==> src/logic/shunt_sched_map.svh <==
// Timing counts and encodings for the single-converter shunt sample scheduler.
// Assumes a 40 MHz timer clock and a 16-bit centre-aligned PWM counter.
`ifndef SHUNT_SCHED_MAP_SVH
`define SHUNT_SCHED_MAP_SVH
`define CLK_MHZ 40
`define CNT_W 16
`define SECTOR_W 3
`define CONV_TIMEOUT_NS 20000
`define CONV_TIMEOUT_CYC ((`CONV_TIMEOUT_NS * `CLK_MHZ + 999) / 1000)
`define PHASE_A 2'h0
`define PHASE_B 2'h1
`define PHASE_C 2'h2
`define CASE_OVF 2'h0
`define CASE_AFTER 2'h1
`define CASE_BEFORE_OFF 2'h2
`define CASE_NONE 2'h3
`endif

==> src/logic/shunt_sched_pkg.sv <==
// Types shared by the shunt sample scheduler modules.
// Assumes shunt_sched_map.svh for widths.
`include "shunt_sched_map.svh"
package shunt_sched_pkg;
   typedef logic [`CNT_W-1:0] count_t;
   typedef logic [1:0] phase_t;
   typedef logic [1:0] timing_case_t;
   typedef enum logic [2:0]
   {
      st_idle = 3'b000,
      st_wait_trig = 3'b001,
      st_conv1 = 3'b010,
      st_gap = 3'b011,
      st_conv2 = 3'b100,
      st_done = 3'b101
   } seq_state_t;
endpackage

==> src/logic/sched_cfg_if.sv <==
// Interface carrying the planned sampling setup from the planner to the sequencer.
// Assumes both ends share clk.
`timescale 1ns/1ps
interface sched_cfg_if;
   import shunt_sched_pkg::*;
   logic load;
   count_t compare_value;
   logic falling_edge;
   phase_t first_phase;
   phase_t second_phase;
   logic no_window;
   modport planner (output load, compare_value, falling_edge, first_phase, second_phase, no_window);
   modport sequencer (input load, compare_value, falling_edge, first_phase, second_phase, no_window);
endinterface

==> src/logic/shunt_sample_planner.sv <==
// Planner: picks phases, timing case and sample compare value from duties and sector.
// Assumes inputs are stable while plan_req is high; one clock domain.
`timescale 1ns/1ps
`include "shunt_sched_map.svh"
module shunt_sample_planner
   import shunt_sched_pkg::*;
(
   // Clock and reset
   input wire logic clk,
   input wire logic reset,
   // Control step results
   input wire logic plan_req,
   input wire logic [`SECTOR_W-1:0] sector,
   input wire count_t duty_low_a,
   input wire count_t duty_low_b,
   input wire count_t duty_low_c,
   input wire count_t period_top,
   // Timing settings in counter ticks
   input wire count_t dead_time_interval,
   input wire count_t noise_time,
   input wire count_t rise_time,
   input wire count_t sample_window_time,
   input wire count_t conversion_time,
   // Plan out
   sched_cfg_if.planner cfg,
   output timing_case_t timing_case
);
   // Skipped phase per sector, and the two largest low-side duties kept
   wire skip_a = (sector == 3'h1) || (sector == 3'h6);
   wire skip_b = (sector == 3'h2) || (sector == 3'h3);
   wire [16:0] nr_max = (noise_time > rise_time) ? {1'b0, noise_time} : {1'b0, rise_time};
   wire [17:0] thresh = {1'b0, nr_max} + {2'b00, dead_time_interval};
   wire all_wide = ({2'b00, duty_low_a} > thresh) && ({2'b00, duty_low_b} > thresh)
      && ({2'b00, duty_low_c} > thresh);
   wire phase_t skip_ph = skip_a ? `PHASE_A : (skip_b ? `PHASE_B : `PHASE_C);
   wire phase_t p1 = all_wide ? `PHASE_A : ((skip_ph == `PHASE_A) ? `PHASE_B : `PHASE_A);
   wire phase_t p2 = all_wide ? `PHASE_B : ((skip_ph == `PHASE_C) ? `PHASE_B : `PHASE_C);
   // Minimum duty phase is the skipped one; next one up is its neighbour
   wire count_t d_min = skip_a ? duty_low_a : (skip_b ? duty_low_b : duty_low_c);
   wire count_t d_next = skip_a ? ((duty_low_b < duty_low_c) ? duty_low_b : duty_low_c)
      : (skip_b ? ((duty_low_a < duty_low_c) ? duty_low_a : duty_low_c)
      : ((duty_low_a < duty_low_b) ? duty_low_a : duty_low_b));
   wire [16:0] diff = {1'b0, d_next} - {1'b0, d_min};
   wire [17:0] two_min = {1'b0, d_min, 1'b0};
   wire [17:0] need = {1'b0, sample_window_time, 1'b0} + {2'b00, conversion_time};
   wire min_wide = {2'b00, d_min} > thresh;
   // Timing case selection
   wire timing_case_t case_d = (min_wide || all_wide) ? `CASE_OVF
      : ({1'b0, diff} < two_min) ? `CASE_AFTER
      : ({1'b0, diff} > need) ? `CASE_BEFORE_OFF : `CASE_NONE;
   // Low side on-time is centred: half of it around overflow
   wire [16:0] half_min = {2'b00, d_min[`CNT_W-1:1]};
   wire [17:0] after_pt = {1'b0, period_top} - {1'b0, half_min} + {2'b00, noise_time};
   // Before-off point counts back from the minimum phase's high-side switch-off
   wire [17:0] before_pt = {2'b00, period_top} - {1'b0, half_min} - need;
   wire [17:0] pt_raw = (case_d == `CASE_AFTER) ? after_pt : before_pt;
   wire count_t pt_sat = (pt_raw > {2'b00, period_top}) ? period_top : pt_raw[`CNT_W-1:0];
   wire count_t cmp_d = (case_d == `CASE_OVF) ? period_top : pt_sat;
   // A sampled phase with zero low-side duty cancels the window; only the sector's skip drops a short one
   wire zero_hit = (((p1 == `PHASE_A) || (p2 == `PHASE_A)) && (duty_low_a == 16'h0000))
      || (((p1 == `PHASE_B) || (p2 == `PHASE_B)) && (duty_low_b == 16'h0000))
      || (((p1 == `PHASE_C) || (p2 == `PHASE_C)) && (duty_low_c == 16'h0000));
   logic load_q;
   count_t cmp_q;
   logic fall_q;
   phase_t p1_q;
   phase_t p2_q;
   logic none_q;
   timing_case_t case_q;
   // Register the plan; load pulses one cycle after a request
   always_ff @(posedge clk)
   begin
      if (reset)
      begin
         load_q <= 1'b0;
         cmp_q <= 16'h0000;
         fall_q <= 1'b0;
         p1_q <= `PHASE_A;
         p2_q <= `PHASE_B;
         none_q <= 1'b0;
         case_q <= `CASE_OVF;
      end
      else
      begin
         load_q <= plan_req;
         if (plan_req)
         begin
            cmp_q <= cmp_d;
            fall_q <= (case_d == `CASE_AFTER);
            p1_q <= p1;
            p2_q <= p2;
            none_q <= (case_d == `CASE_NONE) || zero_hit;
            case_q <= case_d;
         end
      end
   end
   // Plan leaves through the interface
   assign cfg.load = load_q;
   assign cfg.compare_value = cmp_q;
   assign cfg.falling_edge = fall_q;
   assign cfg.first_phase = p1_q;
   assign cfg.second_phase = p2_q;
   assign cfg.no_window = none_q;
   assign timing_case = case_q;
endmodule // shunt_sample_planner

==> src/logic/single_adc_shunt_sample_scheduler.sv <==
// Top of the single-converter three-shunt sample scheduler.
// Assumes the PWM counter, the converter and the control step share clk.
//
// Summary of operation
// - Convert two phases, third is negative sum
// - Two conversions run in sequence only
// - Fourth PWM compare starts the sequence
// - Before overflow: rising trigger while up-counting
// - After overflow: falling trigger while down-counting
// - Load new compare and channels each step
// - Second start delayed by sample plus conversion
// - Sector chooses the skipped phase
// - All duties wide: always phases A and B
// - Smallest duty selects timing case
// - Short duty, small difference: after overflow
// - Delay start by noise after commutation
// - Else start 2Ts plus Tc before switch-off
// - Assume 2Ts plus Tc below threshold
// - Zero-duty sampled phase: no window; short phase dropped only by sector skip
// - Control step starts when transfer completes
// - Difference too short: no sample this period
`timescale 1ns/1ps
`include "shunt_sched_map.svh"
module single_adc_shunt_sample_scheduler
   import shunt_sched_pkg::*;
(
   // Clock and reset
   input wire logic clk,
   input wire logic reset,
   // PWM counter
   input wire count_t pwm_count,
   input wire logic pwm_count_up,
   input wire logic pwm_period_start,
   input wire count_t period_top,
   // Control step results
   input wire logic plan_req,
   input wire logic [`SECTOR_W-1:0] sector,
   input wire count_t duty_low_a,
   input wire count_t duty_low_b,
   input wire count_t duty_low_c,
   // Timing settings in counter ticks
   input wire count_t dead_time_interval,
   input wire count_t noise_time,
   input wire count_t rise_time,
   input wire count_t sample_window_time,
   input wire count_t conversion_time,
   // Converter
   output logic adc_start,
   output phase_t adc_channel,
   input wire logic adc_done,
   input wire logic [11:0] adc_result,
   // Fourth channel trigger and results
   output logic sample_trigger,
   output count_t sample_compare_value,
   output logic trigger_falling,
   output logic [12:0] current_a,
   output logic [12:0] current_b,
   output logic [12:0] current_c,
   output logic transfer_done,
   output logic no_sample_flag,
   output timing_case_t timing_case,
   output logic timeout_error
);
   sched_cfg_if cfg ();
   shunt_sample_planner u_planner
   (
      .clk(clk),
      .reset(reset),
      .plan_req(plan_req),
      .sector(sector),
      .duty_low_a(duty_low_a),
      .duty_low_b(duty_low_b),
      .duty_low_c(duty_low_c),
      .period_top(period_top),
      .dead_time_interval(dead_time_interval),
      .noise_time(noise_time),
      .rise_time(rise_time),
      .sample_window_time(sample_window_time),
      .conversion_time(conversion_time),
      .cfg(cfg.planner),
      .timing_case(timing_case)
   );
   // Active plan, swapped in at period start so a mid-period load cannot misfire
   count_t cmp_q;
   logic fall_q;
   phase_t p1_q;
   phase_t p2_q;
   logic none_q;
   logic pend_q;
   count_t pcmp_q;
   logic pfall_q;
   phase_t pp1_q;
   phase_t pp2_q;
   logic pnone_q;
   always_ff @(posedge clk)
   begin
      if (reset)
      begin
         pend_q <= 1'b0;
         pcmp_q <= 16'h0000;
         pfall_q <= 1'b0;
         pp1_q <= `PHASE_A;
         pp2_q <= `PHASE_B;
         pnone_q <= 1'b1;
      end
      else if (cfg.load)
      begin
         pend_q <= 1'b1;
         pcmp_q <= cfg.compare_value;
         pfall_q <= cfg.falling_edge;
         pp1_q <= cfg.first_phase;
         pp2_q <= cfg.second_phase;
         pnone_q <= cfg.no_window;
      end
      else if (pwm_period_start)
      begin
         pend_q <= 1'b0;
      end
   end
   // Swap in at period start; no plan means no window for that period
   always_ff @(posedge clk)
   begin
      if (reset)
      begin
         cmp_q <= 16'h0000;
         fall_q <= 1'b0;
         p1_q <= `PHASE_A;
         p2_q <= `PHASE_B;
         none_q <= 1'b1;
      end
      else if (pwm_period_start)
      begin
         cmp_q <= pcmp_q;
         fall_q <= pfall_q;
         p1_q <= pp1_q;
         p2_q <= pp2_q;
         none_q <= pnone_q || !pend_q;
      end
   end
   // Compare match, qualified by counting direction
   wire match = (pwm_count == cmp_q);
   wire dir_ok = fall_q ? !pwm_count_up : pwm_count_up;
   wire trig = match && dir_ok;
   logic trig_q;
   always_ff @(posedge clk)
   begin
      if (reset)
         trig_q <= 1'b0;
      else
         trig_q <= trig;
   end
   wire trig_rise = trig && !trig_q;
   // Sequencer: first conversion, gap of sample window plus conversion time, second
   seq_state_t st_q;
   seq_state_t st_d;
   logic [16:0] gap_q;
   logic [15:0] to_q;
   logic [11:0] r1_q;
   wire [16:0] gap_len = {1'b0, sample_window_time} + {1'b0, conversion_time};
   wire gap_end = (gap_q >= gap_len);
   wire to_hit = (to_q == 16'(`CONV_TIMEOUT_CYC));
   wire start_ok = trig_rise && !none_q;
   always_comb
   begin
      st_d = st_q;
      unique case (st_q)
         st_idle: if (start_ok) st_d = st_conv1;
         st_wait_trig: st_d = st_idle;
         st_conv1: if (adc_done) st_d = st_gap; else if (to_hit) st_d = st_idle;
         st_gap: if (gap_end) st_d = st_conv2;
         st_conv2: if (adc_done) st_d = st_done; else if (to_hit) st_d = st_idle;
         st_done: st_d = st_idle;
         default: st_d = st_idle;
      endcase
   end
   // Gap count runs from the first start so the second starts Ts+Tc later
   always_ff @(posedge clk)
   begin
      if (reset)
         gap_q <= 17'h00000;
      else if (st_q == st_idle)
         gap_q <= 17'h00001;
      else if (gap_q != 17'h1ffff)
         gap_q <= gap_q + 17'h00001;
   end
   always_ff @(posedge clk)
   begin
      if (reset || (st_d != st_q))
         to_q <= 16'h0000;
      else if (!to_hit)
         to_q <= to_q + 16'h0001;
   end
   always_ff @(posedge clk)
   begin
      if (reset)
         st_q <= st_idle;
      else
         st_q <= st_d;
   end
   // Start pulses and channel choice
   wire start1 = (st_q == st_idle) && start_ok;
   wire start2 = (st_q == st_gap) && gap_end;
   always_ff @(posedge clk)
   begin
      if (reset)
      begin
         adc_start <= 1'b0;
         adc_channel <= `PHASE_A;
      end
      else
      begin
         adc_start <= start1 || start2;
         adc_channel <= start2 ? p2_q : (start1 ? p1_q : adc_channel);
      end
   end
   always_ff @(posedge clk)
   begin
      if (reset)
         r1_q <= 12'h000;
      else if ((st_q == st_conv1) && adc_done)
         r1_q <= adc_result;
   end
   // Rebuild three currents; the skipped one is minus the sum
   wire [12:0] m1 = {1'b0, r1_q};
   wire [12:0] m2 = {1'b0, adc_result};
   wire [12:0] m3 = 13'h0000 - m1 - m2;
   wire fin = (st_q == st_conv2) && adc_done;
   wire [2:0] hit1 = 3'b001 << p1_q;
   wire [2:0] hit2 = 3'b001 << p2_q;
   always_ff @(posedge clk)
   begin
      if (reset)
      begin
         current_a <= 13'h0000;
         current_b <= 13'h0000;
         current_c <= 13'h0000;
      end
      else if (fin)
      begin
         current_a <= hit1[0] ? m1 : (hit2[0] ? m2 : m3);
         current_b <= hit1[1] ? m1 : (hit2[1] ? m2 : m3);
         current_c <= hit1[2] ? m1 : (hit2[2] ? m2 : m3);
      end
   end
   // Completion strobe lets the control step begin; flags per period
   always_ff @(posedge clk)
   begin
      if (reset)
      begin
         transfer_done <= 1'b0;
         no_sample_flag <= 1'b0;
         timeout_error <= 1'b0;
      end
      else
      begin
         transfer_done <= fin;
         no_sample_flag <= pwm_period_start ? (pnone_q || !pend_q) : no_sample_flag;
         timeout_error <= to_hit && ((st_q == st_conv1) || (st_q == st_conv2));
      end
   end
   // Fourth channel mirror; is the user's setting assumption
   assign sample_trigger = trig;
   assign sample_compare_value = cmp_q;
   assign trigger_falling = fall_q;
endmodule // single_adc_shunt_sample_scheduler

==> config.mk <==
export PLATFORM = sky130hd
export DESIGN_NAME = single_adc_shunt_sample_scheduler
export DESIGN_NICKNAME = d
export VERILOG_FILES = /design/src/logic/shunt_sched_pkg.sv /design/src/logic/sched_cfg_if.sv /design/src/logic/shunt_sample_planner.sv /design/src/logic/single_adc_shunt_sample_scheduler.sv
export VERILOG_INCLUDE_DIRS = /design/src /design/src/logic
export SDC_FILE = /design/constraint.sdc
export NUM_CORES = 1
export LEC_CHECK = 0
export BUFFER_PORTS_ARGS = -buffer_cell sky130_fd_sc_hd__buf_2
export CAP_MARGIN = 20
export CORE_AREA = 2 2 182 229
export CTS_BUF_LIST = sky130_fd_sc_hd__clkbuf_8
export CTS_CLUSTER_SIZE = 12
export DETAILED_ROUTE_END_ITERATION = 10
export DIE_AREA = 0 0 184 231
export PLACE_DENSITY_LB_ADDON = 0.05
export REMOVE_ABC_BUFFERS = 1
export SYNTH_ARGS = -nofsm -noshare
export SYNTH_HDL_FRONTEND = slang
export SYNTH_SLANG_ARGS = --single-unit
export TNS_END_PERCENT = 1
==> constraint.sdc <==
create_clock -name clk -period 15.9 [get_ports clk]
set_input_delay 2.385 -clock clk [delete_from_list [all_inputs] [get_ports clk]]
set_output_delay 2.385 -clock clk [all_outputs]
set_load 0.1 [all_outputs]
==> flow_summary.ini, run 1 <==
[timing]
finalClockSkew_ns = 0.0133
grt_setup_unrepaired = no
finalCriticalPeriod_ns = 13.69
setup_tns_ns = 0
max_freq_ghz = 0.0730
tightestPinTransition_ns = 1.11
slew_viol_final = 0
slew_headroom_pct = 25.7
whs_ns = 0.456
setup_ws_ns = 2.21
setup_viol = 0
period_share_pct = 86.1
final-hold-violation-count = 0

[global_route]
antenna_found_initial = 1
grt_usage_pct = 28.3
grt_pass1_vias = 17200
grt_max_degree = 64
grt-ovfl-total = 0
grt_pass1_wl_um = 93400

[worst_setup_path]
rrSetupSlack_ns = 12.24
critPathKind = in2reg
critPathLaunchType = input port
r2r_end = current_c[11]$_SDFFE_PP0P_
path_max_fanout = 17
worst-r2r-cell-count = 16
cp_slowest_stage_delay_ns = 0.56
required_ns = 16.29
cp.arrival_ns = 14.08
reg2reg_from = r1_q[1]$_SDFFE_PP0P_
cp_common_cell = o21ai_0
worst_path_max_delay_cell = o41ai_1
cp-end-kind = register

[logic_synthesis]
syn_inst = 2308
synth_compound_area_share_pct = 23.0
avgSynthCellArea_um2 = 7.76
synth_warnings = 0
synth_seq_cells = 161
ys_seq_area_share_pct = 18.0
synthXorXnorAreaFrac_pct = 6.84
synth_adder_area_share_pct = 22.3
synth.mux.area_fraction_pct = 4.32
async_flop_share_pct = 0
synth-edff-count = 0
ys.flop_type = dfxtp_1
synth_cell_type_count = 89
yosys.area_share.simple_pct = 20.3
synth_top_family_by_area = compound AO/OA/AOI/OAI gates
syn-cell-area_um2 = 17900

[finish]
instances_no_fill = 3040
nets = 3010
mostFrequentLayoutCells = 306 x ha_1, 244 x buf_2, 213 x nor2_1
area_growth_pct = 11.8
fin_area_um2 = 20000
mostFrequentLayoutCell = ha_1
final_util_pct = 49.4
drive_gt1_share_pct = 14.9

[routing]
antenna_violating_nets_post_route = 0
drc = 0
wirelength_um = 60800
wl_per_cell_um = 20.0
met1_length_um = 22800
dr_wl_met3_um = 2160
via_count = 17600
viasPerCell = 5.80
dr.pass1.iters = 6
met2_wirelength_um = 31200
drt_iter0_drc = 835
top_layer = met4

[worst_hold_path]
hold_end = current_b[9]$_SDFFE_PP0P_
hold_path.startpoint = current_b[9]$_SDFFE_PP0P_
hold_path.class = reg2reg
worstHoldPathCells = 2

[floorplan]
die_w_um = 184
rows = 83
ioPinCount = 246
start_util_pct = 44.2
die-area_um2 = 42500
coreArea_um2 = 40500
fp.dieH_um = 231

[power]
pwr-share-comb_pct = 68.5
p_sw_mw = 1.16
internal_power_mw = 1.19
p_sw_share_pct = 49.5
p_per_area_nw_per_um2 = 117
power_leakage_nw = 9.39
power.share.sequential_pct = 18.8
ir_worst_vdd_uv = 99.6
clkPwrFrac_pct = 12.7
total_power_mw = 2.35

[cts]
cts_tree = built
clockRootBuffer = clkbuf_8
numCtsBuffers = 17
ctsLongestPathBuffers = 2
cts.repair.resized = 0
insertion_delay_ns = 0.48
htreeDepth = 4
clk_pin_slew_ns = 0.09
cts_sinks = 161
postCtsSetupBuffers = 0
cts_hold_buf = 0

[placement]
placed_cells = 3007
placed_area_um2 = 19600
dp_hpwl_um = 50100
io_buffers = 245
place_congestion = 0.969
dp_slack_ns = 1.93

[job]
drv_cap = 0

[run_status]
status = finished clean
==> worst max-delay path by stage <==
| stage | startpoint | endpoint | slack [ns] | cells after the start |
|---|---|---|---|---|
| global placement | noise_time[1] | u_planner.cfg.compare_value[10]$_SDFFE_PP0P_ | 2.13 | 54 |
| detailed placement | noise_time[1] | u_planner.cfg.compare_value[2]$_SDFFE_PP0P_ | 1.93 | 54 |
| CTS | noise_time[1] | u_planner.cfg.compare_value[2]$_SDFFE_PP0P_ | 2.43 | 54 |
| floorplan | duty_low_b[1] | u_planner.cfg.compare_value[0]$_SDFFE_PP0P_ | 2.85 | 54 |
| global route | duty_low_c[1] | u_planner.cfg.compare_value[0]$_SDFFE_PP0P_ | 1.50 | 56 |
| finish | duty_low_c[1] | u_planner.cfg.compare_value[0]$_SDFFE_PP0P_ | 2.21 | 55 |
==> critical path: cells and delay by family <==
kind | cells | cell delay [ns]
xor gates and xnor gates | 2 | 0.53
AOI/OAI and AO/OA | 32 | 6.88
adders and majority gates | 6 | 1.78
buffers and inverters | 4 | 0.53
and+or+nand+nor | 11 | 1.99
==> final cells by class <==
class	instances	area, um^2
inverter	177	664
multi-input combinational	1896	13800
antenna	1	2.50
clock inverter	15	148
tap	510	638
fill	4086	20500
timing repair buffer	263	1360
sequential	161	3220
clock buffer	17	234
==> logic make-up (layout without fill, tap and decap cells) <==
kind of cell | Yosys count | after routing
simple gates | 759 | 759
compound gates | 613 | 613
fa+ha+maj | 315 | 315
buf+inv | 251 | 472
flops | 161 | 161
xor+xnor | 134 | 134
mux | 75 | 75
other cells | 0 | 1
==> power groups by stage <==
stage	registers, mW	logic, mW	clock network, mW
global route	0.445	1.77	0.327
finish	0.442	1.61	0.300
floorplan	0.468	1.11	0
detailed placement	0.452	1.58	0
global placement	0.451	1.57	0
CTS	0.442	1.59	0.309
==> flip-flops by register name, indices dropped and copies added (netlist names), 12 cells and up <==
| signal | cells |
|---|---|
| sample_compare_value | 16 |
| r1_q | 12 |
| gap_q | 17 |
| current_a | 13 |
| pcmp_q | 16 |
| current_b | 13 |
| current_c | 13 |
| u_planner.cfg.compare_value | 16 |
| to_q | 16 |
==> Yosys cell counts (all sizes together), types with 24 or more instances <==
library cell / count / area [um^2]
a21o: 84 / 632
inv: 177 / 664
ha: 306 / 3830
nand4: 45 / 282
a311oi: 31 / 272
nand2b: 40 / 250
nor3: 48 / 240
or2: 24 / 150
nand3: 59 / 305
clkbuf: 64 / 240
nand2: 202 / 758
a211oi: 27 / 208
mux2i: 56 / 561
xnor2: 77 / 682
nor2: 214 / 811
a21oi: 183 / 920
xor2: 54 / 473
nor2b: 34 / 213
nor4: 33 / 206
o21ai: 109 / 546
o21a: 25 / 189
dfxtp: 161 / 3220
==> per-layer routing <==
metal / up-vias / track usage, %
li1: 8797 / -
met1: 8149 / 28.8
met2: 510 / 53.6
met3: 177 / 2.74
met4: 0 / 19.8
met5: - / 0
No activity file was read; power rests on OpenSTA's default activity.
==> run 2, diff against run 1 <==
--- a/config.mk
+++ b/config.mk
@@ -14,7 +14,6 @@
 export DETAILED_ROUTE_END_ITERATION = 10
 export DIE_AREA = 0 0 184 231
 export PLACE_DENSITY_LB_ADDON = 0.05
-export REMOVE_ABC_BUFFERS = 1
 export SYNTH_ARGS = -nofsm -noshare
 export SYNTH_HDL_FRONTEND = slang
 export SYNTH_SLANG_ARGS = --single-unit
==> flow_summary.ini, run 2 (synthesized netlist as in run 1, its figures left out) <==
[routing]
wl_per_cell_um = 19.9
drc = 0
wirelength_um = 60400
dr.pass1.iters = 7
drt_iter0_drc = 956
viasPerCell = 5.85
via_count = 17700
antenna_violating_nets_post_route = 0

[timing]
period_share_pct = 85.9
grt_setup_unrepaired = no
tightestPinTransition_ns = 1.09
setup_viol = 0
slew_headroom_pct = 27.2
finalClockSkew_ns = 0.0120
slew_viol_final = 0
max_freq_ghz = 0.0732
setup_tns_ns = 0
final-hold-violation-count = 0
setup_ws_ns = 2.25
finalCriticalPeriod_ns = 13.65

[placement]
io_buffers = 245
place_congestion = 0.945
dp_slack_ns = 1.87
dp_hpwl_um = 50000

[worst_hold_path]
hold_path.startpoint = current_b[0]$_SDFFE_PP0P_
hold_end = current_b[0]$_SDFFE_PP0P_
hold_path.class = reg2reg
worstHoldPathCells = 2

[cts]
cts_sinks = 161
htreeDepth = 4
clk_pin_slew_ns = 0.10
cts_hold_buf = 0
ctsLongestPathBuffers = 2
postCtsSetupBuffers = 0
numCtsBuffers = 17
insertion_delay_ns = 0.48
clockRootBuffer = clkbuf_8
cts.repair.resized = 0
cts_tree = built

[global_route]
grt.met1_usage_pct = 30.6
grt_max_degree = 76
use_met3_pct = 3.17
gr-usage-met2_pct = 51.8
grt-ovfl-total = 0
grt-busiest-layer = met2
grt_pass1_wl_um = 93700
grt_usage_pct = 28.1
grt_pass1_vias = 17300
antenna_found_initial = 2

[logic_synthesis]
syn_nets = 2802

[finish]
mostFrequentLayoutCells = 306 x ha_1, 244 x buf_2, 213 x nor2_1
regMostFlops = gap_q
drive_gt1_share_pct = 14.7
area_growth_pct = 11.7
nets = 3006
antennaDiodeCount = 0
mostFrequentLayoutCell = ha_1
fillers = 4067
largest_reg_flops = 17

[floorplan]
start_util_pct = 44.2
fp.dieH_um = 231
die_w_um = 184
ioPinCount = 246
die-area_um2 = 42500
rows = 83
coreArea_um2 = 40500

[worst_setup_path]
cp_common_cell = o21ai_0
required_ns = 16.30
path_max_fanout = 17
cp.arrival_ns = 14.05
reg2reg_from = r1_q[1]$_SDFFE_PP0P_
worst-r2r-cell-count = 16
r2r_end = current_c[11]$_SDFFE_PP0P_
critPathLaunchType = input port
critPathKind = in2reg
rrSetupSlack_ns = 12.26
cp-end-kind = register
worst_path_max_delay_cell = nand3_1
cp_slowest_stage_delay_ns = 0.59

[power]
p_sw_mw = 1.14
internal_power_mw = 1.19
p_sw_share_pct = 49.1
clkPwrFrac_pct = 13.3
power.share.sequential_pct = 19.0
power_leakage_nw = 9.38
ir_worst_vdd_uv = 69.4
pwr-share-comb_pct = 67.7
p_per_area_nw_per_um2 = 116

[job]
drv_cap = 0

[run_status]
status = finished clean
[run 2: worst max path at each step]
| stage | slack, ns | endpoint | depth (start not counted) | from |
|---|---|---|---|---|
| after floorplan | 3.25 | u_planner.cfg.compare_value[13]$_SDFFE_PP0P_ | 57 | duty_low_b[1] |
| after global placement | 2.20 | u_planner.cfg.compare_value[4]$_SDFFE_PP0P_ | 57 | duty_low_c[1] |
| after detailed placement | 1.87 | u_planner.cfg.compare_value[3]$_SDFFE_PP0P_ | 56 | duty_low_c[1] |
| after CTS | 2.39 | u_planner.cfg.compare_value[9]$_SDFFE_PP0P_ | 56 | duty_low_c[1] |
| after global routing | 1.07 | u_planner.cfg.compare_value[12]$_SDFFE_PP0P_ | 55 | duty_low_c[1] |
| final | 2.25 | u_planner.cfg.compare_value[3]$_SDFFE_PP0P_ | 57 | duty_low_c[1] |
[run 2: area by class of cell]
cell class	instances	area (um^2)	share of cell area, %
clock buffer	18	248	1.24
clock inverter	14	163	0.813
inverter	177	664	3.32
multi-input combinational	1896	13700	68.7
sequential	161	3220	16.1
tap	510	638	3.19
timing repair buffer	259	1330	6.66
[run 2: per-layer routing]
metal / wire, um / up-vias
li1: - / 8780
met1: 23500 / 8259
met2: 30200 / 542
met3: 2700 / 164
met4: 3990 / 4
met5: 22 / -
[run 2: power groups by stage]
stage          registers (mW)  clock network [mW]  logic [mW]
2_1_floorplan           0.466                   0        1.14
3_3_place_gp            0.451                   0        1.54
3_5_place_dp            0.452                   0        1.55
4_1_cts                 0.442               0.322        1.56
5_1_grt                 0.445               0.334        1.76
6_report                0.442               0.310        1.58
[run 2: worst max-delay path: cells and delay by family]
kind	cells	cell delay (ns)
adders and majority gates	7	2.12
xor gates and xnor gates	2	0.51
buffers and inverters	4	0.57
AOI/OAI and AO/OA	33	6.57
and+or+nand+nor	11	1.89
[run 2: through the flow]
step                      power [mW]  instances  hold WS (ns)  cell area [um^2]  utilization (%)
after floorplan                 1.61       2308         0.428             17900                -
after global placement          1.99       3002         0.442             19600             48.4
after detailed placement        2.00       3003         0.444             19600             48.4
after CTS                       2.33       3035         0.457             20000             49.4
after global routing            2.54       3035         0.488             20000             49.4
final                           2.33       3035         0.457             20000             49.4
